===== config.mk =====
export PLATFORM = sky130hd
export DESIGN_NAME = cbc_bridge_regs
export DESIGN_NICKNAME = d
export VERILOG_FILES = /design/src/pkg/cbc_pkg.sv /design/src/core/cbc_bridge_regs.sv
export SDC_FILE = /design/constraint.sdc
export NUM_CORES = 1
export LEC_CHECK = 0
export BUFFER_PORTS_ARGS = -buffer_cell sky130_fd_sc_hd__buf_2
export CORE_ASPECT_RATIO = 0.7
export CORE_UTILIZATION = 34
export DETAILED_ROUTE_END_ITERATION = 8
export GPL_TIMING_DRIVEN = 0
export SETUP_SLACK_MARGIN = 0.15
export SLEW_MARGIN = 20
export SYNTH_ARGS = -nofsm -noshare
export SYNTH_HDL_FRONTEND = slang
export SYNTH_SLANG_ARGS = --single-unit

===== constraint.sdc =====
create_clock -name i_clk_sys -period 5.23 [get_ports i_clk_sys]
set_input_delay 0 -clock i_clk_sys [delete_from_list [all_inputs] [get_ports i_clk_sys]]
set_output_delay 0 -clock i_clk_sys [all_outputs]
set_load 0.005 [all_outputs]

===== src/pkg/cbc_pkg.sv =====
// Constants shared by the bridge configuration register group.
// Assumes a 32-bit AHB-Lite slave where each register owns one word.
package cbc_pkg;
	// ----------------------------------------------------------------
	// Register indices (byte address is four times the index)
	// ----------------------------------------------------------------
	localparam logic [9:0] IDX_IRQ_PIN = 10'h03d;
	localparam logic [9:0] IDX_BRIDGE_CTRL = 10'h03e;
	localparam logic [9:0] IDX_SUBSYS_VENDOR = 10'h040;
	localparam logic [9:0] IDX_SUBSYS = 10'h042;
	localparam logic [9:0] IDX_LEGACY_BASE = 10'h044;
	localparam logic [9:0] IDX_DEV_CTRL = 10'h050;
	localparam logic [9:0] IDX_SYS_CTRL = 10'h051;
	localparam logic [9:0] IDX_IRQ_STATUS = 10'h052;
	localparam logic [9:0] IDX_IRQ_MASK = 10'h053;

	// ----------------------------------------------------------------
	// Bridge control layout
	// ----------------------------------------------------------------
	localparam logic [15:0] BC_RESET = 16'h0340;
	localparam logic [15:0] BC_WMASK = 16'h07ef;
	localparam int BC_POST = 10;
	localparam int BC_PREF1 = 9;
	localparam int BC_PREF0 = 8;
	localparam int BC_ROUTE = 7;
	localparam int BC_CRST = 6;
	localparam int BC_MABT = 5;
	localparam int BC_VGA = 3;
	localparam int BC_ISA = 2;
	localparam int BC_CSERR = 1;
	localparam int BC_CPERR = 0;

	// ----------------------------------------------------------------
	// Other fields and reset values
	// ----------------------------------------------------------------
	localparam logic [7:0] IRQ_PIN_RESET = 8'h01;
	localparam logic [7:0] IRQ_PIN_NONE = 8'h00;
	localparam logic [15:0] SUBSYS_RESET = 16'h0000;
	localparam logic [31:0] LEGACY_RESET = 32'h00000001;
	localparam logic [31:0] LEGACY_WMASK = 32'hfffffffe;
	localparam int DEV_MODE_LSB = 1;
	localparam logic [1:0] MODE_ISA_ONLY = 2'h0;
	localparam logic [1:0] MODE_SERIAL_ALL = 2'h3;
	localparam int SYS_SUBSYS_WE = 5;
	localparam logic SYS_SUBSYS_WE_RESET = 1'b1;

	// ----------------------------------------------------------------
	// Event status bits
	// ----------------------------------------------------------------
	localparam int EV_W = 4;
	localparam int EV_MABORT = 0;
	localparam int EV_CSERR = 1;
	localparam int EV_CPERR = 2;
	localparam int EV_ISA_DROP = 3;

	// ----------------------------------------------------------------
	// Address decode constants
	// ----------------------------------------------------------------
	localparam logic [31:0] VGA_MEM_LO = 32'h000a0000;
	localparam logic [31:0] VGA_MEM_HI = 32'h000bffff;
	localparam logic [31:0] VGA_IO1_LO = 32'h000003b0;
	localparam logic [31:0] VGA_IO1_HI = 32'h000003bb;
	localparam logic [31:0] VGA_IO2_LO = 32'h000003c0;
	localparam logic [31:0] VGA_IO2_HI = 32'h000003df;
	localparam logic [15:0] ISA_PAGE = 16'h0000;
	localparam logic [1:0] ISA_LOW_QUARTER = 2'h0;
	localparam logic [31:0] LEGACY_DATA_STEP = 32'h00000001;

	localparam logic [1:0] HTRANS_NONSEQ = 2'h2;
	localparam logic HRESP_OKAY = 1'b0;

	typedef enum logic [1:0] {
		BS_IDLE = 2'b01,
		BS_DATA = 2'b10
	} cbc_bus_e;
endpackage : cbc_pkg


===== src/core/cbc_bridge_regs.sv =====
// Bridge configuration register group with AHB-Lite register access.
// Assumes one clock; query, abort and parity inputs come from logic on
// that clock, the card error pin comes from outside and is synchronised.
`timescale 1ns/1ps

// How it works
// - Interrupt pin reads 01h at reset; value follows function and mode.
// - Bridge control bits 15-11 and 4 always read zero.
// - Bit 10 enables burst write posting in both directions.
// - Bit 9 marks window 1 prefetchable, resets to one.
// - Bit 8 marks window 0 prefetchable, resets to one.
// - Bit 7 routes card interrupts to PCI lines or legacy IRQ.
// - Bit 6 holds card reset asserted; resets to one.
// - Bus reset also asserts card reset regardless of bit 6.
// - Bit 5 set turns card master abort into target abort, and into SERR when PCI SERR enable is set.
// - Bit 3 forwards VGA address ranges to the card.
// - Bit 2 withholds ISA alias I/O cycles from the card.
// - Bit 1 forwards card system error to PCI SERR.
// - Bit 0 reports card parity errors on the card parity line.
// - Subsystem codes reset zero; writable only with write enable set.
// - Legacy base decodes index port, base plus one data port.
// - Legacy base bits 31-1 writable, bit 0 reads one.
module cbc_bridge_regs #(
	parameter logic [7:0] FUNC_NUM = 8'h00
) (
	// Clock and reset
	input wire logic i_clk_sys,
	input wire logic i_rst_b,
	// AHB-Lite slave
	input wire logic i_hsel,
	input wire logic [31:0] i_haddr,
	input wire logic [1:0] i_htrans,
	input wire logic i_hwrite,
	input wire logic [2:0] i_hsize,
	input wire logic [31:0] i_hwdata,
	input wire logic i_hready,
	output logic [31:0] o_hrdata,
	output logic o_hreadyout,
	output logic o_hresp,
	// Address query from the forwarding logic
	input wire logic i_qry_valid,
	input wire logic i_qry_is_io,
	input wire logic [31:0] i_qry_addr,
	output logic o_qry_done,
	output logic o_qry_forward,
	output logic o_qry_vga,
	output logic o_qry_legacy_index,
	output logic o_qry_legacy_data,
	// Card side events
	input wire logic i_card_master_abort,
	input wire logic i_card_parity_err,
	input wire logic i_card_serr_n,
	input wire logic i_pci_serr_enable,
	output logic o_pci_target_abort,
	output logic o_pci_serr,
	output logic o_card_perr,
	// Bridge control outputs
	output logic o_card_reset_n,
	output logic o_write_posting_enable,
	output logic o_window0_prefetchable,
	output logic o_window1_prefetchable,
	output logic o_func_irq_route_select,
	output logic [7:0] o_irq_pin,
	// Interrupt
	output logic o_irq
);
	// ----------------------------------------------------------------
	// Functions
	// ----------------------------------------------------------------
	function automatic logic in_range(input logic [31:0] a,
			input logic [31:0] lo, input logic [31:0] hi);
		in_range = (a >= lo) && (a <= hi);
	endfunction : in_range

	function automatic logic is_vga(input logic io, input logic [31:0] a);
		if (io) begin
			is_vga = in_range(a, cbc_pkg::VGA_IO1_LO, cbc_pkg::VGA_IO1_HI) ||
				in_range(a, cbc_pkg::VGA_IO2_LO, cbc_pkg::VGA_IO2_HI);
		end else begin
			is_vga = in_range(a, cbc_pkg::VGA_MEM_LO, cbc_pkg::VGA_MEM_HI);
		end
	endfunction : is_vga

	function automatic logic is_isa_alias(input logic [31:0] a);
		is_isa_alias = (a[31:16] == cbc_pkg::ISA_PAGE) &&
			(a[9:8] != cbc_pkg::ISA_LOW_QUARTER);
	endfunction : is_isa_alias

	function automatic logic [31:0] merge(input logic [31:0] old,
			input logic [31:0] wd, input logic [31:0] wmask);
		merge = (old & ~wmask) | (wd & wmask);
	endfunction : merge

	// ----------------------------------------------------------------
	// Reset release
	// ----------------------------------------------------------------
	logic rst_meta_reg;
	logic rst_n_reg;

	always_ff @(posedge i_clk_sys or negedge i_rst_b) begin
		if (!i_rst_b) begin
			rst_meta_reg <= 1'b0;
			rst_n_reg <= 1'b0;
		end else begin
			rst_meta_reg <= 1'b1;
			rst_n_reg <= rst_meta_reg;
		end
	end

	// ----------------------------------------------------------------
	// Bus slave
	// ----------------------------------------------------------------
	cbc_pkg::cbc_bus_e bus_state_reg;
	logic [9:0] addr_idx_reg;
	logic write_reg;
	logic [15:0] bridge_ctrl_reg;
	logic [15:0] subsys_vendor_reg;
	logic [15:0] subsys_reg;
	logic [31:0] legacy_base_reg;
	logic [1:0] irq_mode_reg;
	logic subsys_we_reg;
	logic [cbc_pkg::EV_W-1:0] irq_status_reg;
	logic [cbc_pkg::EV_W-1:0] irq_mask_reg;
	logic [cbc_pkg::EV_W-1:0] ev_set;
	logic [31:0] rd_mux;
	logic addr_phase;
	logic wr_go;
	logic rd_go;

	assign addr_phase = i_hsel && i_hready &&
		(i_htrans == cbc_pkg::HTRANS_NONSEQ);
	assign wr_go = (bus_state_reg == cbc_pkg::BS_DATA) && write_reg;
	assign rd_go = (bus_state_reg == cbc_pkg::BS_DATA) && !write_reg;

	// One wait state gives the read mux a full cycle into a flop
	always_ff @(posedge i_clk_sys or negedge rst_n_reg) begin
		if (!rst_n_reg) begin
			bus_state_reg <= cbc_pkg::BS_IDLE;
			addr_idx_reg <= 10'h000;
			write_reg <= 1'b0;
			o_hreadyout <= 1'b1;
		end else begin
			case (bus_state_reg)
			cbc_pkg::BS_IDLE: begin
				if (addr_phase) begin
					bus_state_reg <= cbc_pkg::BS_DATA;
					addr_idx_reg <= i_haddr[11:2];
					write_reg <= i_hwrite;
					o_hreadyout <= 1'b0;
				end
			end
			cbc_pkg::BS_DATA: begin
				bus_state_reg <= cbc_pkg::BS_IDLE;
				o_hreadyout <= 1'b1;
			end
			default: begin
				bus_state_reg <= cbc_pkg::BS_IDLE;
				o_hreadyout <= 1'b1;
			end
			endcase
		end
	end

	always_comb begin
		rd_mux = 32'h00000000;
		case (addr_idx_reg)
		cbc_pkg::IDX_IRQ_PIN: rd_mux[7:0] = o_irq_pin;
		cbc_pkg::IDX_BRIDGE_CTRL: rd_mux[15:0] = bridge_ctrl_reg &
			cbc_pkg::BC_WMASK;
		cbc_pkg::IDX_SUBSYS_VENDOR: rd_mux[15:0] = subsys_vendor_reg;
		cbc_pkg::IDX_SUBSYS: rd_mux[15:0] = subsys_reg;
		cbc_pkg::IDX_LEGACY_BASE: rd_mux = legacy_base_reg |
			cbc_pkg::LEGACY_RESET;
		cbc_pkg::IDX_DEV_CTRL: rd_mux[cbc_pkg::DEV_MODE_LSB +: 2] =
			irq_mode_reg;
		cbc_pkg::IDX_SYS_CTRL: rd_mux[cbc_pkg::SYS_SUBSYS_WE] =
			subsys_we_reg;
		cbc_pkg::IDX_IRQ_STATUS: rd_mux[cbc_pkg::EV_W-1:0] = irq_status_reg;
		cbc_pkg::IDX_IRQ_MASK: rd_mux[cbc_pkg::EV_W-1:0] = irq_mask_reg;
		default: rd_mux = 32'h00000000;
		endcase
	end

	always_ff @(posedge i_clk_sys or negedge rst_n_reg) begin
		if (!rst_n_reg) begin
			o_hrdata <= 32'h00000000;
			o_hresp <= cbc_pkg::HRESP_OKAY;
		end else begin
			o_hresp <= cbc_pkg::HRESP_OKAY;
			if (rd_go) begin
				o_hrdata <= rd_mux;
			end
		end
	end

	// ----------------------------------------------------------------
	// Register writes
	// ----------------------------------------------------------------
	logic [31:0] bc_merged;

	// Merge runs at word width; only the low half is kept below
	assign bc_merged = merge({16'h0000, bridge_ctrl_reg}, i_hwdata,
		{16'h0000, cbc_pkg::BC_WMASK});

	always_ff @(posedge i_clk_sys or negedge rst_n_reg) begin
		if (!rst_n_reg) begin
			bridge_ctrl_reg <= cbc_pkg::BC_RESET;
			legacy_base_reg <= cbc_pkg::LEGACY_RESET;
			irq_mode_reg <= cbc_pkg::MODE_SERIAL_ALL;
			subsys_we_reg <= cbc_pkg::SYS_SUBSYS_WE_RESET;
			irq_mask_reg <= '0;
		end else if (wr_go) begin
			case (addr_idx_reg)
			cbc_pkg::IDX_BRIDGE_CTRL: bridge_ctrl_reg <= bc_merged[15:0];
			// only bits 31-1 take the write
			cbc_pkg::IDX_LEGACY_BASE: legacy_base_reg <= merge(
				legacy_base_reg, i_hwdata, cbc_pkg::LEGACY_WMASK);
			cbc_pkg::IDX_DEV_CTRL: irq_mode_reg <=
				i_hwdata[cbc_pkg::DEV_MODE_LSB +: 2];
			cbc_pkg::IDX_SYS_CTRL: subsys_we_reg <=
				i_hwdata[cbc_pkg::SYS_SUBSYS_WE];
			cbc_pkg::IDX_IRQ_MASK: irq_mask_reg <=
				i_hwdata[cbc_pkg::EV_W-1:0];
			default: begin
			end
			endcase
		end
	end

	always_ff @(posedge i_clk_sys or negedge rst_n_reg) begin
		if (!rst_n_reg) begin
			subsys_vendor_reg <= cbc_pkg::SUBSYS_RESET;
			subsys_reg <= cbc_pkg::SUBSYS_RESET;
		end else if (wr_go && subsys_we_reg) begin
			if (addr_idx_reg == cbc_pkg::IDX_SUBSYS_VENDOR) begin
				subsys_vendor_reg <= i_hwdata[15:0];
			end
			if (addr_idx_reg == cbc_pkg::IDX_SUBSYS) begin
				subsys_reg <= i_hwdata[15:0];
			end
		end
	end

	// ----------------------------------------------------------------
	// Bridge control outputs
	// ----------------------------------------------------------------
	always_ff @(posedge i_clk_sys or negedge rst_n_reg) begin
		if (!rst_n_reg) begin
			// bus reset holds the card in reset
			o_card_reset_n <= 1'b0;
			o_write_posting_enable <= 1'b0;
			o_window0_prefetchable <= 1'b1;
			o_window1_prefetchable <= 1'b1;
			o_func_irq_route_select <= 1'b0;
			o_irq_pin <= cbc_pkg::IRQ_PIN_RESET;
		end else begin
			o_card_reset_n <= !bridge_ctrl_reg[cbc_pkg::BC_CRST];
			o_write_posting_enable <= bridge_ctrl_reg[cbc_pkg::BC_POST];
			o_window0_prefetchable <= bridge_ctrl_reg[cbc_pkg::BC_PREF0];
			o_window1_prefetchable <= bridge_ctrl_reg[cbc_pkg::BC_PREF1];
			o_func_irq_route_select <= bridge_ctrl_reg[cbc_pkg::BC_ROUTE];
			if (irq_mode_reg == cbc_pkg::MODE_ISA_ONLY) begin
				o_irq_pin <= cbc_pkg::IRQ_PIN_NONE;
			end else begin
				o_irq_pin <= cbc_pkg::IRQ_PIN_RESET + FUNC_NUM;
			end
		end
	end

	// ----------------------------------------------------------------
	// Address query
	// ----------------------------------------------------------------
	logic [31:0] legacy_index_addr;
	logic isa_drop;

	assign legacy_index_addr = legacy_base_reg & cbc_pkg::LEGACY_WMASK;
	assign isa_drop = i_qry_valid && i_qry_is_io &&
		bridge_ctrl_reg[cbc_pkg::BC_ISA] && is_isa_alias(i_qry_addr);

	always_ff @(posedge i_clk_sys or negedge rst_n_reg) begin
		if (!rst_n_reg) begin
			o_qry_done <= 1'b0;
			o_qry_forward <= 1'b0;
			o_qry_vga <= 1'b0;
			o_qry_legacy_index <= 1'b0;
			o_qry_legacy_data <= 1'b0;
		end else begin
			o_qry_done <= i_qry_valid;
			o_qry_forward <= i_qry_valid && !isa_drop;
			o_qry_vga <= i_qry_valid && bridge_ctrl_reg[cbc_pkg::BC_VGA] &&
				is_vga(i_qry_is_io, i_qry_addr);
			o_qry_legacy_index <= i_qry_valid && i_qry_is_io &&
				(i_qry_addr == legacy_index_addr);
			o_qry_legacy_data <= i_qry_valid && i_qry_is_io &&
				(i_qry_addr == legacy_index_addr +
				cbc_pkg::LEGACY_DATA_STEP);
		end
	end

	// ----------------------------------------------------------------
	// Card error pin synchroniser
	// ----------------------------------------------------------------
	logic serr_s1_reg;
	logic serr_s2_reg;
	logic serr_s3_reg;
	logic serr_level_reg;
	logic cserr_rise;

	always_ff @(posedge i_clk_sys or negedge rst_n_reg) begin
		if (!rst_n_reg) begin
			serr_s1_reg <= 1'b0;
			serr_s2_reg <= 1'b0;
			serr_s3_reg <= 1'b0;
			serr_level_reg <= 1'b0;
		end else begin
			serr_s1_reg <= !i_card_serr_n;
			serr_s2_reg <= serr_s1_reg;
			serr_s3_reg <= serr_s2_reg;
			if (serr_s2_reg == serr_s3_reg) begin
				serr_level_reg <= serr_s3_reg;
			end
		end
	end

	assign cserr_rise = (serr_s2_reg == serr_s3_reg) && serr_s3_reg &&
		!serr_level_reg;

	// ----------------------------------------------------------------
	// Error reporting
	// ----------------------------------------------------------------
	logic mabt_report;

	// aborts raise target abort and SERR only when reporting is enabled; the status bit is set either way
	assign mabt_report = i_card_master_abort &&
		bridge_ctrl_reg[cbc_pkg::BC_MABT];

	always_ff @(posedge i_clk_sys or negedge rst_n_reg) begin
		if (!rst_n_reg) begin
			o_pci_target_abort <= 1'b0;
			o_pci_serr <= 1'b0;
			o_card_perr <= 1'b0;
		end else begin
			o_pci_target_abort <= mabt_report;
			o_pci_serr <= (mabt_report && i_pci_serr_enable) ||
				(cserr_rise && bridge_ctrl_reg[cbc_pkg::BC_CSERR]);
			o_card_perr <= i_card_parity_err &&
				bridge_ctrl_reg[cbc_pkg::BC_CPERR];
		end
	end

	// ----------------------------------------------------------------
	// Interrupt status
	// ----------------------------------------------------------------
	always_comb begin
		ev_set = '0;
		ev_set[cbc_pkg::EV_MABORT] = i_card_master_abort;
		ev_set[cbc_pkg::EV_CSERR] = cserr_rise;
		ev_set[cbc_pkg::EV_CPERR] = i_card_parity_err;
		ev_set[cbc_pkg::EV_ISA_DROP] = isa_drop;
	end

	// Set beats the read clear so no event is lost
	always_ff @(posedge i_clk_sys or negedge rst_n_reg) begin
		if (!rst_n_reg) begin
			irq_status_reg <= '0;
			o_irq <= 1'b0;
		end else begin
			if (rd_go && addr_idx_reg == cbc_pkg::IDX_IRQ_STATUS) begin
				irq_status_reg <= ev_set;
			end else begin
				irq_status_reg <= irq_status_reg | ev_set;
			end
			o_irq <= |(irq_status_reg & irq_mask_reg);
		end
	end
endmodule : cbc_bridge_regs


Word-level counts from Yosys, hierarchy flattened
Cells that the tools add are included.
{"block": "op_classes", "add_sub_neg": 1, "order_cmp": 6, "eq_ne": 16, "n_mux": 15, "bitwise_logic": 4, "n_reduce_logical": 43}
{"cell": "== test 10 x 7 -> 1 bit, second input constant", "count": 7}
{"cell": "== test 32 bit", "count": 2}
{"cell": ">= comparator 32 x 10 -> 1 bit, second input constant", "count": 2}
{"cell": "less-or-equal comparator 32 x 10 -> 1 bit, second input constant", "count": 2}
{"cell": "adder 32 x 1 -> 32 bit, second input constant", "count": 1}
{"cell": ">= comparator 32 x 20 -> 1 bit, second input constant", "count": 1}
{"cell": "less-or-equal comparator 32 x 20 -> 1 bit, second input constant", "count": 1}
{"cell": "bitwise OR 1 x 32 -> 32 bit", "count": 1}
{"cell": "case mux 8 bit (4 select lines)", "count": 1}
{"cell": "logical AND 1 bit", "count": 24}
{"cell": "== test 10 x 6 -> 1 bit, second input constant", "count": 2}
{"cell": "logical NOT 16 bit", "count": 1}
{"cell": "two-way mux 16 bit", "count": 1}
{"cell": "bitwise OR 16 x 11 -> 16 bit", "count": 1}
{"cell": "case mux 2 bit (8 select lines)", "count": 1}
{"cell": "AND reduction 2 bit", "count": 8}
{"cell": "case mux 1 bit (7 select lines)", "count": 2}
{"cell": "case mux 2 bit (5 select lines)", "count": 1}
{"cell": "case mux 1 bit (6 select lines)", "count": 1}
{"cell": "logical NOT 1 bit", "count": 5}
{"cell": "bitwise AND 4 bit", "count": 1}
{"cell": "== test 2 bit, second input constant", "count": 2}
{"cell": "two-way mux 1 bit", "count": 4}
{"cell": "two-way mux 2 bit", "count": 2}
{"cell": "10 further kinds", "count": 11}
{"block": "word_totals", "register_bits": 165, "in_bits": 112, "out_inout_bits": 56, "wordCells": 119}

Longest topological paths before layout
{"block": "logic_depth", "word_depth": 5, "mapped_depth": 7, "mapped_depth_nobuf": 4}

Least setup slack after synthesis
Ideal clock, no wire load.
{"block": "synth_path", "path_type": "register -> register", "start": "reg addr_idx_reg[5]", "end": "reg legacy_base_reg[12]", "setup_time_ns": 0.125, "arrival_time_ns": 1.909, "required_ns": 5.105, "setup_slack_ns": 3.197, "path_stages_with_launch": 7, "path_buffers": 2, "period_less_slack_ns": 2.033, "cell_sequence": "dfrtp_1 -> or3b_1 -> nor3_4 -> and3_1 -> buf_4 -> buf_6 -> mux2_2"}
{"block": "synth_between", "elab_chain_len": 2}
{"item": "from (decl)", "line_no": "cbc_bridge_regs.sv:114", "source": "logic [9:0] addr_idx_reg;"}
{"item": "from (signal assigned)", "line_no": "cbc_bridge_regs.sv:147", "source": "addr_idx_reg <= i_haddr[11:2];"}
{"item": "== test 10 x 7 -> 1 bit", "line_no": "cbc_bridge_regs.sv:213", "source": "case (addr_idx_reg)"}
{"item": "AND reduction 2 bit (no source line)"}
{"item": "to (signal assigned)", "line_no": "cbc_bridge_regs.sv:208", "source": "legacy_base_reg <= cbc_pkg::LEGACY_RESET;"}
{"item": "to (signal assigned)", "line_no": "cbc_bridge_regs.sv:216", "source": "cbc_pkg::IDX_LEGACY_BASE: legacy_base_reg <= merge("}
{"item": "to (decl)", "line_no": "cbc_bridge_regs.sv:119", "source": "logic [31:0] legacy_base_reg;"}
Every way passes these cells.
A chain may end at the register's enable or synchronous reset.

Final worst setup path
{"block": "layout_path", "start": "reg addr_idx_reg[2]", "end": "reg o_hrdata[12]"}
{"block": "layout_between", "elab_chain_len": 2, "elab_cells_between_ends": 5, "classes_between": "eq/ne: 4; mux: 1"}
{"item": "== test 10 x 7 -> 1 bit / == test 10 x 6 -> 1 bit (equally long branches)", "line_no": "cbc_bridge_regs.sv:166", "source": "case (addr_idx_reg)"}
{"item": "case mux 8 bit (4 select lines) (*)", "line_no": "cbc_bridge_regs.sv:166"}
{"item": "to (signal assigned)", "line_no": "cbc_bridge_regs.sv:191", "source": "o_hrdata <= rd_mux;"}
{"item": "to (decl)", "line_no": "cbc_bridge_regs.sv:37", "source": "output logic [31:0] o_hrdata,"}
Mark *: on every way between the ends. The rest lies on a longest branch, timed or not.

==> reports/qor_table.md <==
| Result | Reported |
|:---|:---|
| Status | completed |
| Synthesized area | 6628 um2 |
| Category of the worst setup path capture point | flop |
| Most frequent cell after synthesis | sky130_fd_sc_hd__dfrtp_1 |
| Fmax achieved | 0.4074 GHz |
| Switching Power | 699.9 uW |
| Capture instance of the worst register-to-register path | o_hrdata[12] |
| Number of antenna violations at the first check in global routing | 0 |
| Layout cell share with drive strength beyond 1 | 39.48% |
| Maximum level of the CTS H-tree | 4 |
| Peak VDD IR | 0.1645 mV |
| Wire per inst | 18.48 um |
| Overall routed net length | 18.31 mm |
| Num CTS Buffers | 17 |
| Critical Path Start Type | flop |
| Setup repair bufs after CTS | 0 |
| Reg2Reg Launch Point | addr_idx_reg[2] |
| Worst slew pin tran | 644.6 ps |
| Number of warnings issued by yosys | 0 |
| Clock transition time at the flip-flop clock pins of the worst setup and hold paths | 60 ps |
| Die Outline Area | 20060 um2 |
| Distinct cell type count after synthesis | 59 |
| Depth of the worst hold-timing path | 4 |
| Clock sinks | 150 |
| Insertion delay to the later sink of the worst-skew pair | 420 ps |
| Number of buffers on the longest clock path | 2 |
| Endpoint of the worst hold path | o_qry_forward |
| Number of flip-flops under the largest register name | 32 |
| Half-perimeter wire length after placement | 13.52 mm |
| Maximum net fanout on the critical path | 10 |
| Mean cell area of the mapped netlist | 13.34 um2 |
| Sequential fraction of the synthesis area | 56.82% |
| First-pass iteration count of the detailed router | 5 |
| Number of synthesized flops with an enable pin | 0 |
| Total number of vias | 4893 |
| Post-route worst hold slack | 43.67 ps |
| Origin of the worst min-delay path | i_qry_addr[16] |
| Kind of path behind the tightest hold check | input port to flop |
| Cell Int Power | 2.083 mW |
| Via count of the first global-routing pass | 5168 |
| N_diodes | 0 |
| Starting density of the core | 34.94% |
| Final weighted congestion in routability-driven placement | 0.9203 |
| Number of port buffers | 134 |
| Number of flip-flops and latches in the synthesized netlist | 150 |
| Top area cells in the synthesized netlist | sky130_fd_sc_hd__dfrtp_1 53%, sky130_fd_sc_hd__mux2_2 12%, sky130_fd_sc_hd__xor2_1 4.1%, sky130_fd_sc_hd__mux2_1 4.1%, sky130_fd_sc_hd__dfstp_2 4.0% |
| Sequential Power Share | 45.5% |
| Standard cell area after detailed placement | 7714 um2 |
| Number of instances in the synthesized netlist | 497 |
| Horizontal die dimension | 168.9 um |
| Final critical path time including I/O delays and setup | 2455 ps |
| Clock tree root buffer cell | sky130_fd_sc_hd__clkbuf_16 |
| Io pins | 168 |
| Initial drt markers | 247 |
| Global-route usage over all layers | 18.96% |
| Final Hold Vio Count | 0 |
| Global-route wire length before repair | 29.07 mm |
| Worst path arrival time | 2740 ps |
| Layout Skew | 11.97 ps |
| Remaining global-route overflow | 0 |
| Count of nets left with antenna violations after detail routing | 0 |
| Worst max-slew margin expressed relative to the limit | 57.03% |
| Die H | 118.8 um |
| Worst setup slack for register-to-register paths | 2780 ps |
| Top cell types by occurrence after synthesis | 140 x sky130_fd_sc_hd__dfrtp_1, 69 x sky130_fd_sc_hd__mux2_2, 31 x sky130_fd_sc_hd__xor2_1 |
| DRC errors left | 0 |
| Maximum number of pins on one net before global-route repair | 60 |
| Data required time at the worst endpoint | 5520 ps |
| Top flip-flop cell by instance count after synthesis | sky130_fd_sc_hd__dfrtp_1 |
| Final standard cell utilization of the core | 46.65% |
| Switching part of the total | 25.15% |
| Proportion of netlist area held by the largest area contributor | 52.86% |
| Max-slew violation count | 0 |
| RSZ-0062 raised after global routing | false |
| Core Rows | 42 |
| Hold-fix buffers at CTS | 55 |
| Gate power share | 11.0% |
| Fraction of synthesis flops using an asynchronous set or reset pin | 100.0% |
| Layout Area Growth over Synthesis | 33.53% |
| Total instance count after detailed placement | 904 |
| Share of power burned in the clock network | 43.6% |
| Lkg Pwr | 4.333 nW |
| Clock tree from TritonCTS | yes |
| Power density over the cells | 314.4 nW/um2 |
| Final Net Count | 827 |
| Power consumption | 2.782 mW |
| Routed via count divided by cell count | 4.937 |
| Kind of critical path | flop to flop |
| Cell type with the largest total area after synthesis | sky130_fd_sc_hd__dfrtp_1 |
| Worst reg2reg path depth | 5 |
| Number of gates resized after CTS | 0 |
| Max_cap viols | 0 |
| Non-filler cells in the finished layout | 991 |
| Share of the clock period used by the worst path after layout | 46.94% |
| Setup violators final | 0 |
| Final standard cell area without fillers | 8850 um2 |
| Core Area | 18970 um2 |
[cell usage in the layout, fill, tap and decap left out, types with 6 or more instances in the layout]
master                          count
sky130_fd_sc_hd__conb_1             9
sky130_fd_sc_hd__clkbuf_1          11
sky130_fd_sc_hd__mux2_2            69
sky130_fd_sc_hd__nand4_1            8
sky130_fd_sc_hd__o21ai_0            6
sky130_fd_sc_hd__buf_4             10
sky130_fd_sc_hd__dfrtp_1          139
sky130_fd_sc_hd__xor2_1            31
sky130_fd_sc_hd__mux2_4            10
sky130_fd_sc_hd__a221oi_1           9
sky130_fd_sc_hd__a21oi_1            8
sky130_fd_sc_hd__nor2_1            29
sky130_fd_sc_hd__clkbuf_16         17
sky130_fd_sc_hd__nand2_1           12
sky130_fd_sc_hd__mux2_1            24
sky130_fd_sc_hd__a22o_1            17
sky130_fd_sc_hd__dlygate4sd3_1     55
sky130_fd_sc_hd__nor3_1             6
sky130_fd_sc_hd__nor4_1            10
sky130_fd_sc_hd__buf_2            139
sky130_fd_sc_hd__dfstp_2           10
[worst max path at each step]
stage | start | to | slack (ps)
final | addr_idx_reg[2] | o_hrdata[12] | 2780
after global routing | addr_idx_reg[2] | o_hrdata[12] | 2580
after CTS | addr_idx_reg[2] | o_hrdata[12] | 2750
after detailed placement | addr_idx_reg[2] | o_hrdata[12] | 2770
after global placement | rst_n_reg | o_hrdata[6] | -770
after floorplan | rst_n_reg | addr_idx_reg[0] | 760
[per-stage QoR]
| stage | worst slack, ps | TNS (ps) |
|---|---|---|
| 2_1_floorplan | 758.6 | 0 |
| 3_3_place_gp | -773.4 | -105430 |
| 3_5_place_dp | 2774 | 0 |
| 4_1_cts | 2753 | 0 |
| 5_1_grt | 2577 | 0 |
| 6_report | 2775 | 0 |
[kinds of logic (layout without fill, tap and decap cells)]
logic type      Yosys count  count (layout)  share of synthesized area, %
compound gates           62              62                         7.155
xor+xnor                 31              31                         4.097
fa+ha+maj                 1               1                        0.1888
buf+inv                  36             259                         3.285
flops                   150             150                         56.82
mux                     107             107                         18.67
other cells               2               9                        0.1133
simple gates            108             108                         9.666
[power groups by stage]
stage | clock (mW) | combinational [mW] | sequential (mW)
after detailed placement | 0 | 0.273 | 1.29
after floorplan | 0 | 0.154 | 1.28
final | 1.21 | 0.305 | 1.26
after global routing | 1.28 | 0.336 | 1.27
after global placement | 0 | 0.245 | 1.30
after CTS | 1.24 | 0.306 | 1.26
[critical path, stage by stage (launching register included)]
cell	delay, ps
sky130_fd_sc_hd__dfrtp_1	410
sky130_fd_sc_hd__buf_1	460
sky130_fd_sc_hd__clkbuf_1	550
sky130_fd_sc_hd__mux2_2	400
sky130_fd_sc_hd__a221oi_1	430
sky130_fd_sc_hd__nor2_1	80
[layout make-up]
class,count,area [um2]
Fill cell,1767,10120
Inverter,5,18.77
Timing Repair Buffer,191,1276
Multi-Input combinational cell,318,2675
Buffer,31,198.9
Clock inverter,13,147.6
Clock buffer,19,432.9
Tap cell,264,330.3
Sequential cell,150,3770
[per-layer routing]
layer  global-route usage, %  share of wire [%]  vias up
met4                   4.886                1.1        0
met1                   28.68                 48     2496
li1                        -                  -     2245
met3                   3.523                6.0       16
met2                   27.71                 45      136
met5                       0                  0        -
(Power assumes the default switching activity.)
